**src/pdc_pkg.sv**
```systemverilog
// constants and types shared by the divider configuration block
package pdc_pkg;

  // ---------------------------------------------------------------
  // register indices (byte address = 4 * index)
  // ---------------------------------------------------------------
  localparam logic [5:0] PDC_IDX_REF_LO  = 6'h11;
  localparam logic [5:0] PDC_IDX_REF_HI  = 6'h12;
  localparam logic [5:0] PDC_IDX_SWALLOW = 6'h13;
  localparam logic [5:0] PDC_IDX_MAIN_LO = 6'h14;
  localparam logic [5:0] PDC_IDX_MAIN_HI = 6'h15;
  localparam logic [5:0] PDC_IDX_CTRL    = 6'h16;
  localparam logic [5:0] PDC_IDX_STATUS  = 6'h18;

  // ---------------------------------------------------------------
  // values after reset
  // ---------------------------------------------------------------
  localparam logic [7:0] PDC_RST_REF_LO  = 8'h01;
  localparam logic [5:0] PDC_RST_REF_HI  = 6'h00;
  localparam logic [5:0] PDC_RST_SWALLOW = 6'h00;
  localparam logic [7:0] PDC_RST_MAIN_LO = 8'h03;
  localparam logic [4:0] PDC_RST_MAIN_HI = 5'h00;
  localparam logic [7:0] PDC_RST_CTRL    = 8'h06;

  // ---------------------------------------------------------------
  // control register bit positions
  // ---------------------------------------------------------------
  localparam int PDC_BIT_PUMP_MID  = 7;
  localparam int PDC_BIT_RST_REF   = 6;
  localparam int PDC_BIT_RST_FB    = 5;
  localparam int PDC_BIT_RST_ALL   = 4;
  localparam int PDC_BIT_MAIN_BYP  = 3;
  localparam int PDC_PRE_MSB       = 2;

  // ---------------------------------------------------------------
  // widths
  // ---------------------------------------------------------------
  localparam int PDC_REF_W  = 14;
  localparam int PDC_SWAL_W = 6;
  localparam int PDC_MAIN_W = 13;
  localparam int PDC_PRE_W  = 6;
  localparam int PDC_FB_W   = 20;

  // prescaler setting: modulus and fixed_divide_mode flag
  typedef struct packed {
    logic [PDC_PRE_W-1:0] modulus;
    logic                 fixed_divide_mode;
  } pdc_pre_s;

  // divider settings as seen by the counters
  typedef struct packed {
    logic [PDC_REF_W-1:0]  ref_ratio;
    logic [PDC_SWAL_W-1:0] swallow;
    logic [PDC_MAIN_W-1:0] main;
    logic [7:0]            ctrl;
  } pdc_div_cfg_s;

endpackage : pdc_pkg

```
**src/pdc_pll_divider.sv**
```systemverilog
// pll divider configuration registers with reference and feedback dividers
module pdc_pll_divider
  import pdc_pkg::*;
(
  // clock and reset
  input  wire logic        i_clock,
  input  wire logic        i_rst,
  // wishbone slave
  input  wire logic        i_wb_cyc,
  input  wire logic        i_wb_stb,
  input  wire logic        i_wb_we,
  input  wire logic [7:0]  i_wb_adr,
  input  wire logic [3:0]  i_wb_sel,
  input  wire logic [31:0] i_wb_dat,
  output logic [31:0]      o_wb_dat,
  output logic             o_wb_ack,
  // counter rate enables, same clock domain
  input  wire logic        i_ref_tick,
  input  wire logic        i_vco_tick,
  // divider outputs and analog controls
  output logic             o_ref_div_pulse,
  output logic             o_fb_div_pulse,
  output logic             o_charge_pump_output_mid,
  output logic             o_ref_div_held,
  output logic             o_fb_div_held
);

  // ---------------------------------------------------------------
  // register storage
  // ---------------------------------------------------------------
  logic [7:0]  ref_lo_ff,  nxt_ref_lo;
  logic [5:0]  ref_hi_ff,  nxt_ref_hi;
  logic [5:0]  swal_ff,    nxt_swal;
  logic [7:0]  main_lo_ff, nxt_main_lo;
  logic [4:0]  main_hi_ff, nxt_main_hi;
  logic [7:0]  ctrl_ff,    nxt_ctrl;
  logic        ack_ff,     nxt_ack;
  logic [31:0] rdat_ff,    nxt_rdat;
  logic        pump_ff,    nxt_pump;
  logic        ref_hold_ff, nxt_ref_hold;
  logic        fb_hold_ff,  nxt_fb_hold;

  logic         req;
  logic         wr_en;
  logic [5:0]   idx;
  pdc_div_cfg_s cfg;
  pdc_pre_s     pre;
  logic [PDC_MAIN_W-1:0] main_eff;
  logic [PDC_FB_W-1:0]   fb_ratio;
  logic                  ref_div_pulse;
  logic                  fb_div_pulse;

  // new request only while no ack is out, so each access acks once
  assign req   = i_wb_cyc && i_wb_stb && !ack_ff;
  assign wr_en = req && i_wb_we && i_wb_sel[0];
  assign idx   = i_wb_adr[7:2];

  // ---------------------------------------------------------------
  // settings bundle
  // ---------------------------------------------------------------
  // ratio from both bytes
  assign cfg.ref_ratio = {ref_hi_ff, ref_lo_ff};
  assign cfg.swallow   = swal_ff;
  assign cfg.main      = {main_hi_ff, main_lo_ff};
  assign cfg.ctrl      = ctrl_ff;

  // ---------------------------------------------------------------
  // register writes and read data
  // ---------------------------------------------------------------
  // byte lane 0 carries the 8-bit registers; reserved bits dropped
  always_comb begin
    nxt_ref_lo  = ref_lo_ff;
    nxt_ref_hi  = ref_hi_ff;
    nxt_swal    = swal_ff;
    nxt_main_lo = main_lo_ff;
    nxt_main_hi = main_hi_ff;
    nxt_ctrl    = ctrl_ff;
    nxt_ack     = req;
    nxt_rdat    = rdat_ff;
    if (wr_en) begin
      case (idx)
        PDC_IDX_REF_LO:  nxt_ref_lo = i_wb_dat[7:0];
        PDC_IDX_REF_HI:  nxt_ref_hi = i_wb_dat[5:0];
        PDC_IDX_SWALLOW: nxt_swal = i_wb_dat[5:0];
        PDC_IDX_MAIN_LO: nxt_main_lo = i_wb_dat[7:0];
        PDC_IDX_MAIN_HI: nxt_main_hi = i_wb_dat[4:0];
        PDC_IDX_CTRL:    nxt_ctrl = i_wb_dat[7:0];
        default:         nxt_ctrl = ctrl_ff;
      endcase
    end
    if (req) begin
      case (idx)
        PDC_IDX_REF_LO:  nxt_rdat = {24'h000000, ref_lo_ff};
        PDC_IDX_REF_HI:  nxt_rdat = {26'h0000000, ref_hi_ff};
        PDC_IDX_SWALLOW: nxt_rdat = {26'h0000000, swal_ff};
        PDC_IDX_MAIN_LO: nxt_rdat = {24'h000000, main_lo_ff};
        PDC_IDX_MAIN_HI: nxt_rdat = {27'h0000000, main_hi_ff};
        PDC_IDX_CTRL:    nxt_rdat = {24'h000000, ctrl_ff};
        PDC_IDX_STATUS:  nxt_rdat = {29'h00000000, pump_ff, fb_hold_ff, ref_hold_ff};
        default:         nxt_rdat = 32'h00000000;
      endcase
    end
  end

  // register stage for the bus and settings
  always_ff @(posedge i_clock) begin
    if (i_rst) begin
      ref_lo_ff  <= PDC_RST_REF_LO;
      ref_hi_ff  <= PDC_RST_REF_HI;
      swal_ff    <= PDC_RST_SWALLOW;
      main_lo_ff <= PDC_RST_MAIN_LO;
      main_hi_ff <= PDC_RST_MAIN_HI;
      ctrl_ff    <= PDC_RST_CTRL;
      ack_ff     <= 1'b0;
      rdat_ff    <= 32'h00000000;
    end else begin
      ref_lo_ff  <= nxt_ref_lo;
      ref_hi_ff  <= nxt_ref_hi;
      swal_ff    <= nxt_swal;
      main_lo_ff <= nxt_main_lo;
      main_hi_ff <= nxt_main_hi;
      ctrl_ff    <= nxt_ctrl;
      ack_ff     <= nxt_ack;
      rdat_ff    <= nxt_rdat;
    end
  end

  // ---------------------------------------------------------------
  // prescaler decode and feedback ratio
  // ---------------------------------------------------------------
  always_comb begin
    case (cfg.ctrl[PDC_PRE_MSB:0])
      3'h0:    pre = '{modulus: 6'h01, fixed_divide_mode: 1'b1};
      3'h1:    pre = '{modulus: 6'h02, fixed_divide_mode: 1'b1};
      3'h2:    pre = '{modulus: 6'h02, fixed_divide_mode: 1'b0};
      3'h3:    pre = '{modulus: 6'h04, fixed_divide_mode: 1'b0};
      3'h4:    pre = '{modulus: 6'h08, fixed_divide_mode: 1'b0};
      3'h5:    pre = '{modulus: 6'h10, fixed_divide_mode: 1'b0};
      3'h6:    pre = '{modulus: 6'h20, fixed_divide_mode: 1'b0};
      default: pre = '{modulus: 6'h03, fixed_divide_mode: 1'b1};
    endcase
  end

  // bypass in dual modulus is software's fault; swallow still added
  assign main_eff = cfg.ctrl[PDC_BIT_MAIN_BYP] ? PDC_MAIN_W'(1) : cfg.main;

  // total feedback ratio; swallow only counts in dual modulus
  // widen both factors first: 32 times a full main count overflows 13 bits
  assign fb_ratio = PDC_FB_W'(pre.modulus) * PDC_FB_W'(main_eff)
                  + (pre.fixed_divide_mode ? PDC_FB_W'(0) : PDC_FB_W'(cfg.swallow));

  // ---------------------------------------------------------------
  // counter holds and pump control
  // ---------------------------------------------------------------
  always_comb begin
    nxt_pump     = cfg.ctrl[PDC_BIT_PUMP_MID];
    nxt_ref_hold = cfg.ctrl[PDC_BIT_RST_REF] || cfg.ctrl[PDC_BIT_RST_ALL];
    nxt_fb_hold  = cfg.ctrl[PDC_BIT_RST_FB] || cfg.ctrl[PDC_BIT_RST_ALL];
  end

  // registered so the holds and pump level switch one cycle after a write
  always_ff @(posedge i_clock) begin
    if (i_rst) begin
      pump_ff     <= 1'b0;
      ref_hold_ff <= 1'b0;
      fb_hold_ff  <= 1'b0;
    end else begin
      pump_ff     <= nxt_pump;
      ref_hold_ff <= nxt_ref_hold;
      fb_hold_ff  <= nxt_fb_hold;
    end
  end

  // ---------------------------------------------------------------
  // dividers
  // ---------------------------------------------------------------
  // reference divider counts reference ticks
  pdc_div_counter #(
    .W (PDC_REF_W)
  ) u_ref_div (
    .i_clock (i_clock),
    .i_rst   (i_rst),
    .i_hold  (ref_hold_ff),
    .i_tick  (i_ref_tick),
    .i_ratio (cfg.ref_ratio),
    .o_pulse (ref_div_pulse)
  );

  pdc_div_counter #(
    .W (PDC_FB_W)
  ) u_fb_div (
    .i_clock (i_clock),
    .i_rst   (i_rst),
    .i_hold  (fb_hold_ff),
    .i_tick  (i_vco_tick),
    .i_ratio (fb_ratio),
    .o_pulse (fb_div_pulse)
  );

  // ---------------------------------------------------------------
  // outputs, all flip-flop driven
  // ---------------------------------------------------------------
  assign o_wb_ack                 = ack_ff;
  assign o_wb_dat                 = rdat_ff;
  assign o_ref_div_pulse          = ref_div_pulse;
  assign o_fb_div_pulse           = fb_div_pulse;
  assign o_charge_pump_output_mid = pump_ff;
  assign o_ref_div_held           = ref_hold_ff;
  assign o_fb_div_held            = fb_hold_ff;

endmodule // pdc_pll_divider

```
**src/pdc_div_counter.sv**
```systemverilog
// programmable divider: one output pulse per ratio input ticks
module pdc_div_counter
  import pdc_pkg::*;
#(
  parameter int W = 14
) (
  // clock and reset
  input  wire logic         i_clock,
  input  wire logic         i_rst,
  // control
  input  wire logic         i_hold,
  input  wire logic         i_tick,
  input  wire logic [W-1:0] i_ratio,
  // divided output
  output logic              o_pulse
);

  logic [W-1:0] count_ff;
  logic [W-1:0] nxt_count;
  logic         pulse_ff;
  logic         nxt_pulse;
  logic [W-1:0] last;

  // ratio of zero behaves as divide-by-one rather than stalling
  assign last = (i_ratio == '0) ? '0 : i_ratio - W'(1);

  // next count and output pulse
  always_comb begin
    nxt_count = count_ff;
    nxt_pulse = 1'b0;
    if (i_hold) begin
      nxt_count = '0;
    end else if (i_tick) begin
      if (count_ff >= last) begin
        nxt_count = '0;
        nxt_pulse = 1'b1;
      end else begin
        nxt_count = count_ff + W'(1);
      end
    end
  end

  // register stage
  always_ff @(posedge i_clock) begin
    if (i_rst) begin
      count_ff <= '0;
      pulse_ff <= 1'b0;
    end else begin
      count_ff <= nxt_count;
      pulse_ff <= nxt_pulse;
    end
  end

  assign o_pulse = pulse_ff;

endmodule // pdc_div_counter

```
**config.mk**
```make
export PLATFORM = sky130hd
export DESIGN_NAME = pdc_pll_divider
export DESIGN_NICKNAME = d
export VERILOG_FILES = /design/src/pdc_pkg.sv /design/src/pdc_pll_divider.sv /design/src/pdc_div_counter.sv
export SDC_FILE = /design/constraint.sdc
export NUM_CORES = 1
export LEC_CHECK = 0
export BUFFER_PORTS_ARGS = -buffer_cell sky130_fd_sc_hd__buf_2
export CORE_MARGIN = 4
export CORE_UTILIZATION = 61
export DETAILED_ROUTE_END_ITERATION = 10
export GPL_TIMING_DRIVEN = 0
export HOLD_SLACK_MARGIN = 0.02
export MAX_ROUTING_LAYER = met4
export PLACE_DENSITY = 0.82
export SYNTH_ARGS = -nofsm -noshare
export SYNTH_HDL_FRONTEND = slang
export SYNTH_SLANG_ARGS = --single-unit
```
**constraint.sdc**
```tcl
create_clock -name i_clock -period 10.61 [get_ports i_clock]
set_clock_uncertainty 0.2 [all_clocks]
set_input_delay 1.061 -clock i_clock [delete_from_list [all_inputs] [get_ports i_clock]]
set_output_delay 1.061 -clock i_clock [all_outputs]
set_load 0.005 [all_outputs]
```
==> impl_metrics.tcl <==
set metrics [dict create \
    most_frequent_cell_on_the_critical_path "sky130_fd_sc_hd__a21o_1" \
    r2r-start "ctrl_ff[1]" \
    worstSkewPairLatency_ns 0.35 \
    viasPerCell 5.79 \
    max-vdd-ir-drop_v 0.000139 \
    drt_pass_1_iters 5 \
    report.final.slew_viol_count 0 \
    route.antenna.remaining_nets 0 \
    post-cts-setup-buffers 0 \
    cellPowerDensity_mw_per_mm2 77.3 \
    ys_seq_area_share_pct 20.7 \
    grt_remaining_overflow 0 \
    ys.warnings.count 0 \
    critPathLaunchType "flip-flop" \
    tritoncts_num_sinks 89 \
    post_synth_edffs 0 \
    syn-cell-area_mm2 0.00860 \
    crit_end_element "flip-flop" \
    grt_setup_unrepaired "no" \
    synth_top_area_share_pct 20.7 \
    num_rows 43 \
    drc 0 \
    cp_data_required_time_ns 10.61 \
    cts_made_buffers 9 \
    cts-resized-gates 0 \
    grt_pass1_vias 7015 \
    tritoncts "done" \
    fin_setup_tns_ns 0 \
    final_core_util_pct 67.9 \
    worst_r2r_endpoint "u_fb_div.count_ff[10]" \
    wire_length_of_the_first_global_routing_pass_mm 33.8 \
    critPathSlowestCell "sky130_fd_sc_hd__fa_1" \
    timing_hold_violations_final 0 \
    finalWorstPathRequiredPeriod_ns 9.21 \
    synth.area.top_cells "sky130_fd_sc_hd__dfxtp_1 (21%), sky130_fd_sc_hd__ha_1 (13%), sky130_fd_sc_hd__fa_1 (11%), sky130_fd_sc_hd__nor2_1 (7.3%), sky130_fd_sc_hd__mux2i_1 (4.3%)" \
    max-slew-margin-rel_pct 28.5 \
    final_min_period_over_clock_period_pct 86.8 \
    cts_buffer_depth 2 \
    fp.dieW_um 127 \
    synthDistinctLibCells 71 \
    ys_async_sr_fraction_pct 0 \
    min-delay-start "ctrl_ff[5]" \
    drv.max_cap_violation_count 0 \
    diodes 0 \
    ff2ff_path_depth 33 \
    antenna_found_initial 0 \
    cp.arrival_ns 9.21 \
    grt_start_max_net_pins 17 \
    yosys-top-cells-count "sky130_fd_sc_hd__nor2_1 (168), sky130_fd_sc_hd__dfxtp_1 (89), sky130_fd_sc_hd__ha_1 (86)" \
    setup_viol 0 \
    die_height_um 127 \
    proportion_of_layout_cells_with_a_drive_suffix_above_1_pct 9.84 \
    hold_end "ctrl_ff[5]" \
    post_synth_inst_count 1028 \
    num_vias 7395 \
    slowest_delay_ns 0.54 \
    n_fill_cell 1145 \
    design.portCount 89 \
    cellLeakagePower_nw 4.12 \
    critical_path_peak_fanout 10 \
    criticalPathCategory "flip-flop to flip-flop" \
    floorplan.initialDensity_pct 62.2 \
    internal_reg_to_reg_setup_slack_ns 1.40 \
    hold_path.class "flip-flop to flip-flop" \
    ctsHoldBuffers 0 \
    maxClockFrequency_mhz 109 \
    cts-root-buf "sky130_fd_sc_hd__clkbuf_16" \
    wl_per_cell_um 15.5 \
    run_status "complete, no violations" \
    die-area_mm2 0.0161 \
    synthToLayoutAreaGrowth_pct 9.21 \
    worst_setup_hold_path_clk_slew_ns 0.07 \
    worstHoldPathCells 2 \
    detailedPlace.worstSlack_ns 1.43 \
    synth_area_per_cell_um2 8.37 \
    dr_iter_0_viols 630 \
    buffers_on_ports 31 \
    design.core.area_mm2 0.0138 \
    deepest_level_of_the_cts_h_tree 3 \
    routabilityCongestion 0.947 \
    routed_wl_mm 19.8 \
    worst_hold_margin_ns 0.287 \
    grt_usage_pct 26.1 \
    postSynthRegisterBits 89 \
    synth.most_common_cell "sky130_fd_sc_hd__nor2_1" \
    timing.final.ws_setup_ns 1.40 \
    synthFlopType "sky130_fd_sc_hd__dfxtp_1" \
    final_nets 1278 \
    tightest_slew_ns 1.06 \
    synth_top_cell_by_area "sky130_fd_sc_hd__dfxtp_1" \
    detailed_place_hpwl_mm 15.7 \
]
sequential cells by signal, indices dropped and copies added, names as in the netlist:
signal,cells
ctrl_ff,8
main_hi_ff,5
main_lo_ff,8
o_charge_pump_output_mid,1
o_fb_div_held,1
o_ref_div_held,1
o_wb_ack,1
o_wb_dat,8
ref_hi_ff,6
ref_lo_ff,8
swal_ff,6
u_fb_div.count_ff,20
u_fb_div.o_pulse,1
u_ref_div.count_ff,14
u_ref_div.o_pulse,1
worst max-delay path: cells and delay by family, from the launching register on:
family	cells	cell delay (ns)
compound gates	11	2.51
xor+xnor	2	0.34
simple gates	6	1.58
fa+ha+maj	6	2.64
flops	1	0.35
buf+inv	8	1.44
stage by stage:
stage	cell area, um2	total power, mW	cells
floorplan	8690	0.372	1051
global placement	9070	0.385	1262
detailed placement	9070	0.386	1262
CTS	9390	0.730	1278
global route	9390	0.753	1278
finish	9390	0.726	1278
layout by cell type, fill, tap and decap left out, types with 11 or more instances in the layout:
cell	n
sky130_fd_sc_hd__clkbuf_1	34
sky130_fd_sc_hd__xor2_1	30
sky130_fd_sc_hd__nand2b_1	21
sky130_fd_sc_hd__xnor2_1	34
sky130_fd_sc_hd__and3_1	13
sky130_fd_sc_hd__a2111oi_0	22
sky130_fd_sc_hd__conb_1	24
sky130_fd_sc_hd__a21oi_1	34
sky130_fd_sc_hd__inv_1	45
sky130_fd_sc_hd__ha_1	86
sky130_fd_sc_hd__buf_4	24
sky130_fd_sc_hd__mux2i_1	37
sky130_fd_sc_hd__nor3_1	11
sky130_fd_sc_hd__nor2b_1	12
sky130_fd_sc_hd__nand4_1	14
sky130_fd_sc_hd__buf_2	31
sky130_fd_sc_hd__o21ai_0	25
sky130_fd_sc_hd__a22oi_1	14
sky130_fd_sc_hd__a21o_1	17
sky130_fd_sc_hd__nand2_1	82
sky130_fd_sc_hd__nor2_1	168
sky130_fd_sc_hd__fa_1	48
sky130_fd_sc_hd__or2_2	15
sky130_fd_sc_hd__dfxtp_1	89
sky130_fd_sc_hd__nand3_1	36
where the power goes:
group          total, mW  internal (mW)  switching [mW]
Sequential         0.337          0.335         0.00135
Combinational     0.0430         0.0162          0.0268
Clock              0.347          0.208           0.139
logic make-up (layout without fill, tap and decap cells):
logic type	count (synthesis)	count (layout)	share of synthesized area, %
AND/OR/NAND/NOR	422	422	24.0
AO/OA/AOI/OAI	171	171	14.4
adder cells (fa/ha/maj)	134	134	23.7
buffers and inverters	106	153	5.76
flip-flops	89	89	20.7
XOR/XNOR	64	64	6.52
multiplexers	41	41	4.83
other	1	24	0.0436
cell type report:
class / count / area, um2 / share of cell area, %
well taps: 180 / 225 / 2.40
flip-flops and latches: 89 / 1780 / 19.0
inverters: 45 / 169 / 1.80
multi-input cells: 856 / 6410 / 68.2
clock buffers: 9 / 225 / 2.40
plain buffers: 61 / 327 / 3.48
clock inverters: 7 / 100 / 1.07
repair buffers: 31 / 155 / 1.65
how the worst max path moves through the flow:
stage	from	to	slack [ns]	cells after the start
detailed placement	ctrl_ff[1]	u_fb_div.count_ff[10]	1.43	33
global route	ctrl_ff[1]	u_fb_div.count_ff[10]	0.66	33
CTS	ctrl_ff[1]	u_fb_div.count_ff[10]	1.36	33
global placement	ctrl_ff[1]	u_fb_div.count_ff[10]	1.65	33
floorplan	ctrl_ff[1]	u_fb_div.count_ff[0]	2.63	33
finish	ctrl_ff[1]	u_fb_div.count_ff[10]	1.40	33
per-layer routing:
metal / global-route usage (%) / share of wire (%)
met5: - / 0
met4: 6.88 / 2.3
met3: 5.22 / 5.6
met2: 40.3 / 46
met1: 35.2 / 46
(Power assumes the default switching activity.)
